$ cat config.mk
export PLATFORM = sky130hd
export DESIGN_NAME = tscw_core
export DESIGN_NICKNAME = d
export VERILOG_FILES = /design/src/verilog/tscw_pkg.sv /design/src/verilog/tscw_core.sv
export VERILOG_INCLUDE_DIRS = /design/src /design/src/verilog
export SDC_FILE = /design/constraint.sdc
export NUM_CORES = 1
export LEC_CHECK = 0
export BUFFER_PORTS_ARGS = -buffer_cell sky130_fd_sc_hd__buf_2
export CAP_MARGIN = 20
export CORE_AREA = 5 5 169 171
export CTS_CLUSTER_DIAMETER = 30
export DETAILED_ROUTE_END_ITERATION = 6
export DIE_AREA = 0 0 174 176
export GPL_TIMING_DRIVEN = 0
export PLACE_DENSITY_LB_ADDON = 0.1
export SLEW_MARGIN = 10
export SYNTH_ARGS = -nofsm -noshare
export SYNTH_HDL_FRONTEND = slang
export SYNTH_SLANG_ARGS = --single-unit
export TNS_END_PERCENT = 30
$ cat constraint.sdc
create_clock -name clock_i -period 2.75 [get_ports clock_i]
set_input_delay 0.55 -clock clock_i [delete_from_list [all_inputs] [get_ports clock_i]]
set_output_delay 0.55 -clock clock_i [all_outputs]
set_load 0.1 [all_outputs]
$ cat src/verilog/tscw_consts.svh
// constants for the trimmed seconds counter with watchdog
`ifndef TSCW_CONSTS_SVH
`define TSCW_CONSTS_SVH
// ======================================================================
// register offsets (byte addresses)
`define TSCW_OFF_SHARED 16'hff94
`define TSCW_OFF_CTRL 16'hff40
`define TSCW_OFF_CNT0 16'hff41
`define TSCW_OFF_CNT1 16'hff42
`define TSCW_OFF_CNT2 16'hff43
`define TSCW_OFF_CNT3 16'hff44
`define TSCW_OFF_ACC0 16'hff45
`define TSCW_OFF_ACC1 16'hff46
`define TSCW_OFF_ACC2 16'hff47
`define TSCW_OFF_TRIM0 16'hff48
`define TSCW_OFF_TRIM1 16'hff49
`define TSCW_OFF_TRIM2 16'hff4a
`define TSCW_OFF_OSC 16'hff4b
// ======================================================================
// field positions
`define TSCW_BIT_LOAD 5
`define TSCW_BIT_PERIOD_HI 4
`define TSCW_BIT_PERIOD_LO 3
`define TSCW_BIT_INTERVAL_HI 2
`define TSCW_BIT_PD_MUX 7
`define TSCW_BIT_RTC_IEN 5
`define TSCW_BIT_RTC_FLAG 4
`define TSCW_BIT_USB_IEN 3
`define TSCW_BIT_USB_FLAG 2
`define TSCW_BIT_KP_IEN 1
`define TSCW_BIT_KP_FLAG 0
`define TSCW_TRIM_SIGN 23
// ======================================================================
// reset values
`define TSCW_RST_SHARED 8'h00
`define TSCW_RST_CTRL 8'h00
`define TSCW_RST_OSC 8'h01
// ======================================================================
// timing
`define TSCW_CLK_MHZ 200
`define TSCW_SLOW_HZ 32768
`define TSCW_HALF_SEC_SLOW (`TSCW_SLOW_HZ / 2)
`define TSCW_MCLK_MHZ 96
`define TSCW_MCLK_DIV 2930
`define TSCW_WDOG_MS 500
`endif

$ cat src/verilog/tscw_pkg.sv
// types for the trimmed seconds counter with watchdog
package tscw_pkg;
    typedef enum logic [1:0] {
        TSCW_IDLE,
        TSCW_ARMED,
        TSCW_FIRE
    } tscw_wdog_t;

    typedef struct packed {
        logic [15:0] addr;
        logic [7:0] wdata;
        logic wr;
        logic rd;
    } tscw_bus_t;
endpackage
$ cat src/verilog/tscw_core.sv
// trimmed seconds counter, periodic interrupt and hardware watchdog
// ======================================================================
// How it works
// - slow clock divided to half-second ticks
// - no crystal: master clock divided by 2930
// - 32-bit counter, four byte registers
// - period select: 0x 1s, 10 half, 11 2s
// - trim magnitude accumulated each counter period
// - trim is 24-bit sign-magnitude, three bytes
// - positive overflow adds one extra count
// - negative overflow suppresses that advance
// - load bit copies staged values on slow edge
// - interrupt interval 0.5 to 8 seconds
// - interrupt goes to external interrupt 5
// - enable bit 5, flag bit 4 read-clear
// - shared register resets to zero
// - unserviced interrupt for half second resets
// - watchdog only while interrupt enabled
//
// Decided for this implementation: the address-and-strobe port.
`timescale 1ns/1ps
`include "tscw_consts.svh"
module tscw_core #(
    parameter int HALF_TICK_SLOW = `TSCW_HALF_SEC_SLOW,
    parameter int MCLK_DIV = `TSCW_MCLK_DIV,
    parameter int WDOG_SLOW = `TSCW_HALF_SEC_SLOW
) (
    // clock and reset
    input wire logic clock_i,
    input wire logic rst_i,
    // slow oscillator edge (one-cycle pulse per 32768 hz period)
    input wire logic slow_tick_i,
    // master clock divided edge source (one-cycle pulse per 96 mhz cycle)
    input wire logic mclk_tick_i,
    // register port
    input wire tscw_pkg::tscw_bus_t bus_i,
    output logic [7:0] rdata_o,
    // shared flags from other blocks
    input wire logic usb_event_i,
    input wire logic keypad_event_i,
    // outputs
    output logic ext_irq5_o,
    output logic wdog_reset_o,
    output logic powerdown_mux_ctrl_o
);
    // ==================================================================
    // parameter checks
    // dividers are 12 and 16 bits wide, larger counts cannot be served
    if (HALF_TICK_SLOW < 2 || HALF_TICK_SLOW > 65536 || MCLK_DIV < 2 || MCLK_DIV > 4096
            || WDOG_SLOW < 1 || WDOG_SLOW > 65536) begin : g_param_check
        $error("tscw_core: parameter out of range");
    end

    // ==================================================================
    // registers
    logic [7:0] shared_event_enable_flags;
    logic [7:0] timekeeping_control;
    logic osc_enable;
    logic [31:0] time_count, staged_count;
    logic [23:0] trim_accumulator, staged_acc;
    logic [23:0] trim_value, staged_trim;
    logic load_pending;
    logic [11:0] mdiv;
    logic [15:0] slow_div;
    logic [3:0] half_cnt_period, half_cnt_irq;
    logic [15:0] wdog_cnt;
    tscw_pkg::tscw_wdog_t wdog_state;

    logic wr_shared, rd_shared;
    assign wr_shared = bus_i.wr && bus_i.addr == `TSCW_OFF_SHARED;
    assign rd_shared = bus_i.rd && bus_i.addr == `TSCW_OFF_SHARED;

    function automatic logic hit(input tscw_pkg::tscw_bus_t b, input logic [15:0] a);
        hit = b.wr && b.addr == a;
    endfunction

    // ==================================================================
    // slow clock source
    logic slow_edge;
    always_ff @(posedge clock_i) begin
        if (rst_i || osc_enable) begin
            mdiv <= 12'h000;
        end else if (mclk_tick_i) begin
            mdiv <= (mdiv == 12'(MCLK_DIV - 1)) ? 12'h000 : mdiv + 12'h001;
        end
    end
    assign slow_edge = osc_enable ? slow_tick_i
        : (mclk_tick_i && mdiv == 12'(MCLK_DIV - 1));

    logic half_tick;
    always_ff @(posedge clock_i) begin
        if (rst_i) begin
            slow_div <= 16'h0000;
        end else if (slow_edge) begin
            slow_div <= (slow_div == 16'(HALF_TICK_SLOW - 1)) ? 16'h0000 : slow_div + 16'h0001;
        end
    end
    assign half_tick = slow_edge && slow_div == 16'(HALF_TICK_SLOW - 1);

    // ==================================================================
    // counter period
    logic [3:0] period_halves;
    always_comb begin
        unique case (timekeeping_control[`TSCW_BIT_PERIOD_HI:`TSCW_BIT_PERIOD_LO])
            2'b10: period_halves = 4'h1;
            2'b11: period_halves = 4'h4;
            default: period_halves = 4'h2;
        endcase
    end
    logic period_tick;
    always_ff @(posedge clock_i) begin
        if (rst_i) begin
            half_cnt_period <= 4'h0;
        end else if (half_tick) begin
            half_cnt_period <= period_tick ? 4'h0 : half_cnt_period + 4'h1;
        end
    end
    assign period_tick = half_tick && (half_cnt_period + 4'h1 >= period_halves);

    // ==================================================================
    // counter, trim accumulator, load
    logic [24:0] acc_sum;
    assign acc_sum = {1'b0, trim_accumulator} + {2'b00, trim_value[22:0]};
    always_ff @(posedge clock_i) begin
        if (rst_i) begin
            load_pending <= 1'b0;
        end else if (hit(bus_i, `TSCW_OFF_CTRL) && bus_i.wdata[`TSCW_BIT_LOAD]) begin
            load_pending <= 1'b1;
        end else if (slow_edge) begin
            load_pending <= 1'b0;
        end
    end
    always_ff @(posedge clock_i) begin
        if (rst_i) begin
            time_count <= 32'h0000_0000;
            trim_accumulator <= 24'h00_0000;
            trim_value <= 24'h00_0000;
        end else if (load_pending && slow_edge) begin
            time_count <= staged_count;
            trim_accumulator <= staged_acc;
            trim_value <= staged_trim;
        end else if (period_tick) begin
            trim_accumulator <= acc_sum[23:0];
            if (acc_sum[24] && !trim_value[`TSCW_TRIM_SIGN]) begin
                time_count <= time_count + 32'h0000_0002;
            end else if (acc_sum[24]) begin
                time_count <= time_count;
            end else begin
                time_count <= time_count + 32'h0000_0001;
            end
        end
    end
    // staged bytes, least significant first
    always_ff @(posedge clock_i) begin
        if (rst_i) begin
            staged_count <= 32'h0000_0000;
            staged_acc <= 24'h00_0000;
            staged_trim <= 24'h00_0000;
        end else if (bus_i.wr) begin
            for (int i = 0; i < 4; i++) begin
                if (bus_i.addr == `TSCW_OFF_CNT0 + 16'(i)) begin
                    staged_count[8*i +: 8] <= bus_i.wdata;
                end
            end
            for (int i = 0; i < 3; i++) begin
                if (bus_i.addr == `TSCW_OFF_ACC0 + 16'(i)) begin
                    staged_acc[8*i +: 8] <= bus_i.wdata;
                end
                if (bus_i.addr == `TSCW_OFF_TRIM0 + 16'(i)) begin
                    staged_trim[8*i +: 8] <= bus_i.wdata;
                end
            end
        end
    end

    // ==================================================================
    // control registers
    always_ff @(posedge clock_i) begin
        if (rst_i) begin
            timekeeping_control <= `TSCW_RST_CTRL;
            osc_enable <= 1'(`TSCW_RST_OSC);
        end else begin
            if (hit(bus_i, `TSCW_OFF_CTRL)) begin
                // load bit is self-clearing, not stored
                timekeeping_control <= {2'b00, 1'b0, bus_i.wdata[4:0]};
            end
            if (hit(bus_i, `TSCW_OFF_OSC)) begin
                osc_enable <= bus_i.wdata[0];
            end
        end
    end

    // ==================================================================
    // interrupt interval
    logic [3:0] irq_halves;
    always_comb begin
        unique case (timekeeping_control[`TSCW_BIT_INTERVAL_HI:0])
            3'b100: irq_halves = 4'h1;
            3'b101: irq_halves = 4'h4;
            3'b110: irq_halves = 4'h8;
            3'b111: irq_halves = 4'hf;
            default: irq_halves = 4'h2;
        endcase
    end
    logic irq_tick;
    logic [4:0] irq_next;
    assign irq_next = {1'b0, half_cnt_irq} + 5'h01;
    // eight seconds is 16 halves: wrap of the 4-bit counter marks it
    assign irq_tick = half_tick && (irq_halves == 4'hf ? irq_next[4]
        : irq_next[3:0] >= irq_halves);
    always_ff @(posedge clock_i) begin
        if (rst_i) begin
            half_cnt_irq <= 4'h0;
        end else if (half_tick) begin
            half_cnt_irq <= (irq_tick && irq_halves != 4'hf) ? 4'h0 : irq_next[3:0];
        end
    end

    // ==================================================================
    // shared enable/flag register
    always_ff @(posedge clock_i) begin
        if (rst_i) begin
            shared_event_enable_flags <= `TSCW_RST_SHARED;
        end else begin
            if (wr_shared) begin
                shared_event_enable_flags[7] <= bus_i.wdata[7];
                shared_event_enable_flags[`TSCW_BIT_RTC_IEN] <= bus_i.wdata[5];
                shared_event_enable_flags[`TSCW_BIT_USB_IEN] <= bus_i.wdata[3];
                shared_event_enable_flags[`TSCW_BIT_KP_IEN] <= bus_i.wdata[1];
            end
            // flags clear on read, event wins
            shared_event_enable_flags[`TSCW_BIT_RTC_FLAG] <= irq_tick
                || (shared_event_enable_flags[`TSCW_BIT_RTC_FLAG] && !rd_shared);
            shared_event_enable_flags[`TSCW_BIT_USB_FLAG] <= usb_event_i
                || (shared_event_enable_flags[`TSCW_BIT_USB_FLAG] && !rd_shared);
            shared_event_enable_flags[`TSCW_BIT_KP_FLAG] <= keypad_event_i
                || (shared_event_enable_flags[`TSCW_BIT_KP_FLAG] && !rd_shared);
            shared_event_enable_flags[6] <= 1'b0;
        end
    end
    assign ext_irq5_o = (shared_event_enable_flags[5] && shared_event_enable_flags[4])
        || (shared_event_enable_flags[3] && shared_event_enable_flags[2])
        || (shared_event_enable_flags[1] && shared_event_enable_flags[0]);
    assign powerdown_mux_ctrl_o = shared_event_enable_flags[`TSCW_BIT_PD_MUX];

    // ==================================================================
    // hardware watchdog, timed in slow-clock edges
    always_ff @(posedge clock_i) begin
        if (rst_i) begin
            wdog_state <= tscw_pkg::TSCW_IDLE;
            wdog_cnt <= 16'h0000;
            wdog_reset_o <= 1'b0;
        end else begin
            wdog_reset_o <= 1'b0;
            unique case (wdog_state)
                tscw_pkg::TSCW_IDLE: begin
                    wdog_cnt <= 16'h0000;
                    if (irq_tick && shared_event_enable_flags[`TSCW_BIT_RTC_IEN]) begin
                        wdog_state <= tscw_pkg::TSCW_ARMED;
                    end
                end
                tscw_pkg::TSCW_ARMED: begin
                    if (rd_shared || !shared_event_enable_flags[`TSCW_BIT_RTC_IEN]) begin
                        wdog_state <= tscw_pkg::TSCW_IDLE;
                    end else if (slow_edge) begin
                        wdog_cnt <= wdog_cnt + 16'h0001;
                        if (wdog_cnt == 16'(WDOG_SLOW - 1)) begin
                            wdog_state <= tscw_pkg::TSCW_FIRE;
                        end
                    end
                end
                tscw_pkg::TSCW_FIRE: begin
                    wdog_reset_o <= 1'b1;
                    wdog_state <= tscw_pkg::TSCW_IDLE;
                end
                default: wdog_state <= tscw_pkg::TSCW_IDLE;
            endcase
        end
    end

    // ==================================================================
    // read port, data one cycle after strobe
    always_ff @(posedge clock_i) begin
        if (rst_i) begin
            rdata_o <= 8'h00;
        end else if (bus_i.rd) begin
            unique case (bus_i.addr)
                `TSCW_OFF_SHARED: rdata_o <= shared_event_enable_flags;
                `TSCW_OFF_CTRL: rdata_o <= {2'b00, load_pending, timekeeping_control[4:0]};
                `TSCW_OFF_CNT0: rdata_o <= time_count[7:0];
                `TSCW_OFF_CNT1: rdata_o <= time_count[15:8];
                `TSCW_OFF_CNT2: rdata_o <= time_count[23:16];
                `TSCW_OFF_CNT3: rdata_o <= time_count[31:24];
                `TSCW_OFF_ACC0: rdata_o <= trim_accumulator[7:0];
                `TSCW_OFF_ACC1: rdata_o <= trim_accumulator[15:8];
                `TSCW_OFF_ACC2: rdata_o <= trim_accumulator[23:16];
                `TSCW_OFF_TRIM0: rdata_o <= trim_value[7:0];
                `TSCW_OFF_TRIM1: rdata_o <= trim_value[15:8];
                `TSCW_OFF_TRIM2: rdata_o <= trim_value[23:16];
                `TSCW_OFF_OSC: rdata_o <= {7'h00, osc_enable};
                default: rdata_o <= 8'h00;
            endcase
        end else begin
            rdata_o <= 8'h00;
        end
    end

    // ==================================================================
    // checks
    flag_on_tick_a: assert property (@(posedge clock_i) disable iff (rst_i)
        irq_tick |=> shared_event_enable_flags[4]) else $error("flag not set on tick");
    flag_read_clear_a: assert property (@(posedge clock_i) disable iff (rst_i)
        rd_shared && !irq_tick |=> !shared_event_enable_flags[4])
        else $error("flag not cleared by read");
    irq_line_a: assert property (@(posedge clock_i) disable iff (rst_i)
        shared_event_enable_flags[5] && shared_event_enable_flags[4] |-> ext_irq5_o)
        else $error("irq line low while pending");
    wdog_disabled_a: assert property (@(posedge clock_i) disable iff (rst_i)
        !shared_event_enable_flags[5] |=> ##1 !wdog_reset_o)
        else $error("watchdog fired while masked");
    wdog_masked_a: assert property (@(posedge clock_i) disable iff (rst_i)
        !shared_event_enable_flags[5] |=> wdog_state != tscw_pkg::TSCW_ARMED)
        else $error("watchdog armed while masked");
    wdog_fire_a: assert property (@(posedge clock_i) disable iff (rst_i)
        wdog_state == tscw_pkg::TSCW_ARMED && slow_edge && !rd_shared
        && shared_event_enable_flags[5] && wdog_cnt == 16'(WDOG_SLOW - 1)
        |=> ##1 wdog_reset_o) else $error("watchdog did not fire");
    irq_gated_a: assert property (@(posedge clock_i) disable iff (rst_i)
        !shared_event_enable_flags[5] && !shared_event_enable_flags[3]
        && !shared_event_enable_flags[1] |-> !ext_irq5_o) else $error("irq while all masked");
    wdog_service_a: assert property (@(posedge clock_i) disable iff (rst_i)
        wdog_state == tscw_pkg::TSCW_ARMED && rd_shared |=> wdog_state == tscw_pkg::TSCW_IDLE)
        else $error("read did not service watchdog");
    count_plus_a: assert property (@(posedge clock_i) disable iff (rst_i)
        period_tick && !(load_pending && slow_edge) && acc_sum[24] && !trim_value[23]
        |=> time_count == $past(time_count) + 32'h0000_0002)
        else $error("positive trim did not add count");
    count_hold_a: assert property (@(posedge clock_i) disable iff (rst_i)
        period_tick && !(load_pending && slow_edge) && acc_sum[24] && trim_value[23]
        |=> $stable(time_count)) else $error("negative trim did not hold count");
    count_step_a: assert property (@(posedge clock_i) disable iff (rst_i)
        period_tick && !(load_pending && slow_edge) && !acc_sum[24]
        |=> time_count == $past(time_count) + 32'h0000_0001)
        else $error("counter did not advance");
    load_copy_a: assert property (@(posedge clock_i) disable iff (rst_i)
        load_pending && slow_edge && !(hit(bus_i, `TSCW_OFF_CTRL) && bus_i.wdata[5])
        |=> time_count == $past(staged_count) && !load_pending)
        else $error("staged load missed");
    acc_step_a: assert property (@(posedge clock_i) disable iff (rst_i)
        period_tick && !(load_pending && slow_edge)
        |=> trim_accumulator == $past(trim_accumulator) + {1'b0, $past(trim_value[22:0])})
        else $error("accumulator did not add trim");
    shared_reset_a: assert property (@(posedge clock_i)
        rst_i |=> shared_event_enable_flags == 8'h00) else $error("shared reg not zero");
endmodule // tscw_core

==> results of run 1 <==
==> cell type report <==
type	count	area (µm²)
multi-input cells	1078	7340
flip-flops and latches	237	4760
clock buffers	63	1430
fillers	2424	11200
repair buffers	75	527
inverters	20	75.1
well taps	341	427
clock inverters	34	526
plain buffers	88	419
==> cells by family after synthesis <==
group | after synthesis | share of synthesized area
simple gates | 559 | 0.219
compound gates | 336 | 0.184
flops | 237 | 0.398
buf+inv | 111 | 0.0360
xor+xnor | 75 | 0.0551
mux | 69 | 0.0668
fa+ha+maj | 39 | 0.0415
==> flip-flops by register name (all words and copies together), names as in the netlist <==
name / count
half_cnt_irq: 4
half_cnt_period: 4
load_pending: 1
mdiv: 12
osc_enable: 1
rdata_o: 8
shared_event_enable_flags: 7
slow_div: 16
staged_acc: 24
staged_count: 32
staged_trim: 24
time_count: 32
timekeeping_control: 5
trim_accumulator: 24
trim_value: 24
wdog_cnt: 16
wdog_reset_o: 1
wdog_state: 2
==> timing repair <==
| item | in CTS | in global routing |
|---|---|---|
| setup endpoints to repair | 122 | 127 |
| setup buffers | 23 | 11 |
| gates resized for setup | 83 | 63 |
| pin swaps | 42 | 52 |
| gates cloned | 1 | 1 |
| hold buffers | 0 | 0 |
==> cell usage after synthesis (4+ instances only) <==
library cell / instances / area [µm²]
nand4_1: 17 / 106
and2_1: 7 / 43.8
a311oi_1: 7 / 61.3
o22ai_1: 13 / 81.3
clkbuf_1: 83 / 312
ha_1: 38 / 475
xnor2_1: 45 / 394
a211oi_1: 30 / 225
nor2b_1: 4 / 25.0
inv_1: 20 / 75.1
o21ai_0: 44 / 220
or2_2: 4 / 25.0
nor2_1: 147 / 552
and4_1: 6 / 52.6
a21o_1: 12 / 90.1
a31oi_1: 14 / 87.6
a222oi_1: 14 / 140
a22o_1: 7 / 61.3
nand2b_1: 11 / 68.8
or3_1: 16 / 100
mux2_2: 5 / 56.3
nand2_1: 188 / 706
mux4_2: 8 / 180
o2111ai_1: 4 / 35.0
buf_1: 4 / 15.0
a22oi_1: 13 / 97.6
xor2_1: 30 / 263
nand3_1: 93 / 465
and3_1: 32 / 200
o211ai_1: 8 / 60.1
mux2i_1: 56 / 561
nand4b_1: 4 / 35.0
dfxtp_1: 237 / 4740
nor3_1: 14 / 70.1
a21oi_1: 132 / 661
a2111oi_0: 11 / 96.3
==> critical path, stage by stage (launching register included) <==
cell and delay [ns]:
dfxtp_4 0.36, ha_4 0.17, fa_2 0.39, a211oi_4 0.28, o21a_1 0.18, or2_4 0.15, o211ai_1 0.08, buf_4 0.18
buf_6 0.11, a311oi_4 0.36, buf_6 0.17, buf_8 0.13, a2111oi_4 0.04, xnor2_1 0.30, a211oi_2 0.11
==> per-layer routing <==
layer	up-vias	part of all wire	GRT usage
met5	-	0	0
met4	0	0.051	0.128
met3	148	0.085	0.0649
met2	519	0.43	0.431
met1	5542	0.43	0.375
li1	5427	-	-
==> metrics by stage <==
step | setup WS (ns) | setup TNS (ns)
2_1_floorplan | -0.0447 | -0.612
3_3_place_gp | -1.03 | -88.63
3_5_place_dp | -1.03 | -90.15
6_report | -0.439 | -8.50
4_1_cts | -0.356 | -7.09
5_1_grt | -0.500 | -11.48
==> where the power goes <==
part	switching, mW	leakage [nW]	internal, mW
clock network	2.08	0.955	4.75
registers	0.00568	1.91	3.45
logic	0.190	3.07	0.0546
total	2.28	5.94	8.25
==> worst max-delay path by stage <==
stage	from	endpoint	slack (ns)	cells after the start
3_5_place_dp	trim_value[0]	time_count[21]	-1.03	11
5_1_grt	trim_value[0]	time_count[7]	-0.50	14
2_1_floorplan	trim_value[0]	time_count[14]	-0.04	10
6_report	trim_value[0]	time_count[7]	-0.44	14
3_3_place_gp	trim_value[0]	time_count[21]	-1.03	11
4_1_cts	trim_value[0]	time_count[18]	-0.36	12
==> placed cells by master (no fill, tap or decap), drive strengths merged, types with 11 or more instances in the layout <==
cell and instances:
dfxtp 237, nand2 188, nor2 147, clkbuf 142, a21oi 132, nand3 94
buf 84, mux2i 56, xnor2 45, o21ai 45, ha 38, and3 33
xor2 30, a211oi 30, inv 22, nand4 17, or3 17, clkinv 17
a2111oi 15, a222oi 14, a31oi 14, nor3 14, a22oi 13, o22ai 13
a21o 12, nand2b 11, bufinv 11
==> results.toml, run 1 <==
[yosys]
synth_nets = 1497
ys_ff_latch = 237
yosys_warnings = 0
synth_cells = 1426
synth_area_um2 = 11900
synth_edf_count = 0
syn_area_per_cell_um2 = 8.37
ys_async_sr_fraction = 0
synth-seq-area-share = 0.398
synth_cell_type_count = 71
synth_flop_cell = "dfxtp_1"

[global_route]
overflow = 0
grt_max_degree = 16
grt_pass1_vias = 11100
antenna_found_initial = 0
grt_pass1_wl_um = 66900
grtUsageTotal = 0.280

[final_layout]
fin_area_um2 = 15500
final_cells = 1936
drive_gt1_frac = 0.180
final_nets = 1624
area_delta_synth_final_pct = 30.0
utilization = 0.580
antenna_cells = 0

[worst_setup_path]
critPathLaunchType = "flip-flop"
criticalPathCategory = "flip-flop to flip-flop"
critPathMaxFanout = 5
r2r_slack_ns = -0.44
endpoint_kind = "flip-flop"
reg2reg_depth = 14
worstReg2RegEnd = "time_count[7]"
critical_path_arrival_ns = 3.59
r2r_start = "trim_value[0]"
critPathRequiredTime_ns = 3.15

[min_path]
whs_endpoint = "shared_event_enable_flags[2]"
whs_path_depth = 3
hold_path.startpoint = "usb_event_i"
hp-class = "input port to flip-flop"

[run]
max_cap_violations = 0

[placed_design]
place_area_um2 = 12600
hpwl_um = 31200
portBuffers = 39
gp_congestion = 0.998
dp_cells = 1806

[floorplan]
ios = 43
fp-row-count = 60
core_um2 = 26700
start_util = 0.446
dieArea_um2 = 30600
die_h_um = 176
die_x_um = 174

[run_status]
status = "complete, but fails checks"
violations = "negative setup slack"

[clock_network]
cts-root-buf = "clkbuf_16"
path_clk_slew_ns = 0.05
htree_levels = 2
cts_tree = "done"
clock_latency_ns = 0.57
cts_sinks = 237
cts_max_path_buffers = 3
cts_buffers = 53

[timing]
hold_viol_final = 0
worst_clock_skew_ns = 0.0175
setup_slack_ns = -0.439
grt_setup_unrepaired = "true"
final.min_clock_period_ns = 3.19
setup_viol = 34
whs_ns = 0.216
final_max_slew_viol_count = 0
tightest_slew_ns = 1.19
slew_headroom = 0.204
min_period_over_period = 1.16
max_freq_mhz = 314

[routing]
viasPerCell = 6.01
wirelength_um = 44100
firstDrtPassIters = 6
route.detailed.wl_per_inst_um = 22.8
antenna_left = 0
drc_errors = 0
drtIter0Drc = 1022
vias = 11600

[power]
power_leakage_nw = 5.94
irDropWorstVdd_mv = 0.592
power.density_nw_per_um2 = 679
total_power_mw = 10.5
Power figures use the tool's default switching activity.
==> inputs of run 2 (changes only) <==
--- a/config.mk
+++ b/config.mk
@@ -12,7 +12,6 @@
 export CTS_CLUSTER_DIAMETER = 30
 export DETAILED_ROUTE_END_ITERATION = 6
 export DIE_AREA = 0 0 174 176
-export GPL_TIMING_DRIVEN = 0
 export PLACE_DENSITY_LB_ADDON = 0.1
 export SLEW_MARGIN = 10
 export SYNTH_ARGS = -nofsm -noshare
==> constraint.sdc (replaced) <==
create_clock -name clock_i -period 2.6 [get_ports clock_i]
set_input_delay 0.52 -clock clock_i [delete_from_list [all_inputs] [get_ports clock_i]]
set_output_delay 0.52 -clock clock_i [all_outputs]
set_load 0.1 [all_outputs]
==> run 2 against run 1 <==
The run still ends with negative setup slack left. Maximum frequency increased by 11%. Worst setup slack improved by 0.16 ns. Flip-flop and latch count unchanged. Register-to-register slack improved by 0.16 ns. Largest power group unchanged.
==> results.toml, run 2 (same netlist as run 1, synthesis figures left out) <==
[floorplan]
dieArea_um2 = 30600
fp-row-count = 60
ios = 43
die_h_um = 176
core_um2 = 26700
start_util = 0.446
die_x_um = 174

[worst_setup_path]
critical_path_arrival_ns = 3.30
worstReg2RegEnd = "time_count[21]"
critPathLaunchType = "flip-flop"
endpoint_kind = "flip-flop"
critPathMaxFanout = 15
slowest_delay_ns = 0.37
crit_chain = "ha_4 > fa_2 > a211oi_2 > o21a_1 > or2_4 > o211ai_1 > buf_4 > a311oi_4 > buf_12 > buf_4 > a2111oi_2 > xnor2_1 > o21ai_1"
cp_slowest_cell = "a2111oi_2"
r2r_start = "trim_accumulator[0]"
reg2reg_depth = 13
cp-startpoint = "trim_accumulator[0]"
crit_top_cell = "buf_4"
r2r_slack_ns = -0.28
critPathRequiredTime_ns = 3.03
criticalPathCategory = "flip-flop to flip-flop"

[min_path]
hp-class = "input port to flip-flop"
hold_path.startpoint = "rst_i"
whs_endpoint = "shared_event_enable_flags[2]"
whs_path_depth = 2

[clock_network]
cts_max_path_buffers = 3
cts_buffers = 57
cts_tree = "done"
path_clk_slew_ns = 0.05
hold_buffers = 0
htree_levels = 2
clock_latency_ns = 0.56
cts-root-buf = "clkbuf_16"
cts_sinks = 237

[power]
power.density_nw_per_um2 = 693
total_power_mw = 11.2
irDropWorstVdd_mv = 0.553
power_leakage_nw = 6.61

[final_layout]
area_delta_synth_final_pct = 35.4
utilization = 0.604
final_common_cell = "dfxtp_1"
layout_common_cells = "234 x dfxtp_1, 186 x nand2_1, 176 x buf_4, 144 x nor2_1, 129 x a21oi_1"
final_nets = 1698
top_regs = "staged_count x32, time_count x32"
antenna_cells = 0
register_area_um2 = 4750
final_cells = 2013
drive_gt1_frac = 0.242
n_fill_cell = 2402
multi_input_area_um2 = 7100
fin_area_um2 = 16200

[routing]
drtIter0Drc = 1019
wirelength_um = 39700
antenna_left = 0
firstDrtPassIters = 6
route.detailed.wl_per_inst_um = 19.7
viasPerCell = 5.67
vias = 11400
drc_errors = 0

[global_route]
grt.busiest_layer = "met2"
grt_pass1_wl_um = 61700
antenna_found_initial = 0
met1_usage = 0.344
overflow = 0
use_met3 = 0.0484
grtUsageTotal = 0.253
grt_pass1_vias = 11000
grt_max_degree = 140
grt_util_met2 = 0.402

[timing]
max_freq_mhz = 348
whs_ns = 0.154
final_max_slew_viol_count = 0
worst_clock_skew_ns = 0.0181
hold_viol_final = 0
final.min_clock_period_ns = 2.88
slew_headroom = 0.509
tightest_slew_ns = 0.737
grt_setup_unrepaired = "true"
tns_ns = -5.46
min_period_over_period = 1.11
setup_viol = 31
setup_slack_ns = -0.277

[placed_design]
dp_cells = 1901
post-place-ws_ns = -0.367
hpwl_um = 27600
gp_congestion = 0.930
portBuffers = 42
place_area_um2 = 13900

[run_status]
status = "complete, but fails checks"
violations = "negative setup slack"

[run]
max_cap_violations = 0
run 2: area by class of cell:
| type | count | area share |
|---|---|---|
| clock buffers | 73 | 0.0963 |
| clock inverters | 31 | 0.0270 |
| inverters | 20 | 0.00465 |
| multi-input cells | 1078 | 0.440 |
| flip-flops and latches | 237 | 0.294 |
| well taps | 341 | 0.0264 |
| repair buffers | 233 | 0.112 |
run 2: worst max-delay path: cells and delay by family (launching register included):
| kind | cells | cell delay, ns |
|---|---|---|
| AND/OR/NAND/NOR | 1 | 0.26 |
| adder cells (fa/ha/maj) | 2 | 0.36 |
| AO/OA/AOI/OAI | 6 | 1.09 |
| buffers and inverters | 3 | 0.52 |
| XOR/XNOR | 1 | 0.16 |
| flip-flops | 1 | 0.35 |
run 2: worst max-delay path by stage:
stage | endpoint | slack, ns | cells past startpoint
after detailed placement | time_count[16] | -0.37 | 10
after CTS | time_count[9] | -0.24 | 12
after global routing | time_count[14] | -0.41 | 11
after global placement | time_count[14] | -0.31 | 10
after floorplan | time_count[11] | -0.17 | 9
final | time_count[21] | -0.28 | 13
run 2: layer usage:
layer | vias up | part of all wire
met2 | 350 | 0.45
met1 | 5435 | 0.45
met3 | 80 | 0.065
li1 | 5555 | -
met4 | 0 | 0.033
met5 | - | 0
run 2: what timing repair did:
item,4_1_cts,5_1_grt
setup endpoints to repair,46,51
setup buffers,4,4
gates resized for setup,28,20
pin swaps,22,7
run 2: power breakdown:
part | total, mW | leakage (nW) | internal [mW] | switching [mW]
Clock | 7.30 | 0.966 | 5.16 | 2.14
Sequential | 3.66 | 1.91 | 3.65 | 0.00639
Combinational | 0.237 | 3.74 | 0.0634 | 0.173
Total | 11.2 | 6.61 | 8.87 | 2.32
==> inputs of run 3 (changes only) <==
--- a/config.mk
+++ b/config.mk
@@ -13,6 +13,7 @@
 export DETAILED_ROUTE_END_ITERATION = 6
 export DIE_AREA = 0 0 174 176
 export PLACE_DENSITY_LB_ADDON = 0.1
+export SETUP_SLACK_MARGIN = 0.3
 export SLEW_MARGIN = 10
 export SYNTH_ARGS = -nofsm -noshare
 export SYNTH_HDL_FRONTEND = slang
==> run 3 against run 2 <==
The flow still finishes with violations (negative setup slack). Via count rose by 0.81%. Critical path depth down 1. Final cell count is 1.5% lower. First-iteration DRC count is 1.3% lower. Sequential share of layout area barely moved. Flip-flop and latch count unchanged. Critical path type unchanged.
==> results.toml, run 3 (same netlist as run 1, synthesis figures left out) <==
[run_status]
status = "complete, but fails checks"
violations = "negative setup slack"

[timing]
min_period_over_period = 1.06
max_freq_mhz = 365
grt_setup_unrepaired = "true"
tns_ns = -2.67
setup_slack_ns = -0.143
hold_viol_final = 0
worst_clock_skew_ns = 0.0177
slew_headroom = 0.506
final.min_clock_period_ns = 2.74
tightest_slew_ns = 0.741
final_max_slew_viol_count = 0
setup_viol = 27

[floorplan]
die_x_um = 174
start_util = 0.446
core_um2 = 26700
fp-row-count = 60
dieArea_um2 = 30600
die_h_um = 176
ios = 43

[final_layout]
area_delta_synth_final_pct = 35.8
top_regs = "staged_count x32, time_count x32"
utilization = 0.606
layout_common_cells = "224 x dfxtp_1, 184 x nand2_1, 144 x nor2_1, 140 x buf_4, 126 x a21oi_1"
fin_area_um2 = 16200
final_cells = 1983
antenna_cells = 0
final_nets = 1670
drive_gt1_frac = 0.260
final_common_cell = "dfxtp_1"
n_fill_cell = 2372

[global_route]
grtUsageTotal = 0.257
grt_pass1_wl_um = 62800
antenna_found_initial = 1
overflow = 0
grt_pass1_vias = 11100
grt_max_degree = 66

[clock_network]
clock_latency_ns = 0.57
path_clk_slew_ns = 0.05
cts_buffers = 57
hold_buffers = 0
cts_max_path_buffers = 3
cts_sinks = 237
cts-root-buf = "clkbuf_16"
htree_levels = 2
cts_tree = "done"

[power]
irDropWorstVdd_mv = 0.712
power.density_nw_per_um2 = 680
power_leakage_nw = 6.47

[placed_design]
hpwl_um = 28000
post-place-ws_ns = -0.241
dp_cells = 1878
gp_congestion = 0.948
place_area_um2 = 13800
portBuffers = 42

[worst_setup_path]
criticalPathCategory = "flip-flop to flip-flop"
cp_slowest_cell = "fa_2"
cp_num_buf_inv = 2
critPathMaxFanout = 5
critical_path_arrival_ns = 3.16
critPathLaunchType = "flip-flop"
crit_chain = "ha_4 > fa_2 > a211oi_2 > o21a_1 > or2_4 > o211ai_1 > buf_4 > o22ai_4 > o2111ai_4 > buf_4 > o21ai_0 > a311oi_2"
crit_top_cell = "buf_4"
r2r_start = "trim_accumulator[0]"
critPathRequiredTime_ns = 3.01
critPathTopFamily = "compound AO/OA/AOI/OAI gates"
slowest_delay_ns = 0.36
worstReg2RegEnd = "time_count[16]"
reg2reg_depth = 12
r2r_slack_ns = -0.14
endpoint_kind = "flip-flop"

[routing]
firstDrtPassIters = 6
route.detailed.wl_per_inst_um = 20.3
wirelength_um = 40200
drc_errors = 0
antenna_left = 0
drtIter0Drc = 1006
viasPerCell = 5.81
vias = 11500

[min_path]
hold_path.startpoint = "usb_event_i"
hp-class = "input port to flip-flop"
whs_endpoint = "shared_event_enable_flags[2]"
whs_path_depth = 3

[run]
max_cap_violations = 0
-- run 3: changes by cell type in the layout (fill, tap and decap cells not counted), moves of 4 or more --
cell,before,now
buf_4,176,140
buf_6,4,14
dfxtp_1,234,224
dfxtp_2,3,12
a22oi_1,13,5
a22oi_2,0,8
clkinv_2,11,6
o21ai_0,39,34
bufinv_16,10,6
clkinv_4,1,5
nand3_1,93,89
-- run 3: layout make-up --
type	instances	area (µm²)	area share
clock inverters	33	403	0.0249
clock buffers	69	1540	0.0952
flip-flops and latches	237	4760	0.294
well taps	341	427	0.0263
repair buffers	205	1610	0.0993
inverters	20	75.1	0.00463
multi-input cells	1078	7380	0.456
-- run 3: worst max path at each step --
stage,from,endpoint,depth (start not counted)
final,trim_accumulator[0],time_count[16],12
after global routing,trim_value[0],time_count[16],12
after floorplan,mclk_tick_i,time_count[11],9
after global placement,trim_accumulator[0],time_count[27],11
after detailed placement,trim_accumulator[0],time_count[15],11
after CTS,trim_accumulator[0],time_count[16],11
-- run 3: what timing repair did --
item	4_1_cts	5_1_grt
pin swaps	67	38
endpoints found under the setup margin	73	87
gates cloned	0	0
gates resized for setup	62	36
setup buffers	2	1
-- run 3: stage by stage --
stage | total power, mW | hold WS [ns]
6_report | 11.0 | 0.169
5_1_grt | 11.3 | 0.164
4_1_cts | 11.1 | 0.152
3_5_place_dp | 3.95 | 0.446
3_3_place_gp | 3.95 | 0.438
2_1_floorplan | 3.84 | 0.425
-- run 3: tightest hold or removal path, delay by kind of cell --
family | cells | cell delay, ns
AO/OA/AOI/OAI | 1 | 0.03
buffers and inverters | 1 | 0.08
AND/OR/NAND/NOR | 1 | 0.07
-- run 3: report_power, final --
part | switching, mW | internal [mW]
clock network | 2.30 | 4.82
registers | 0.00806 | 3.65
logic | 0.177 | 0.0625
-- run 3: per-layer routing --
layer	up-vias	global-route usage	routed length [µm]
li1	5516	-	-
met3	71	0.0527	2790
met5	-	0	7
met1	5539	0.346	17900
met4	2	0.0779	970
met2	384	0.418	18600
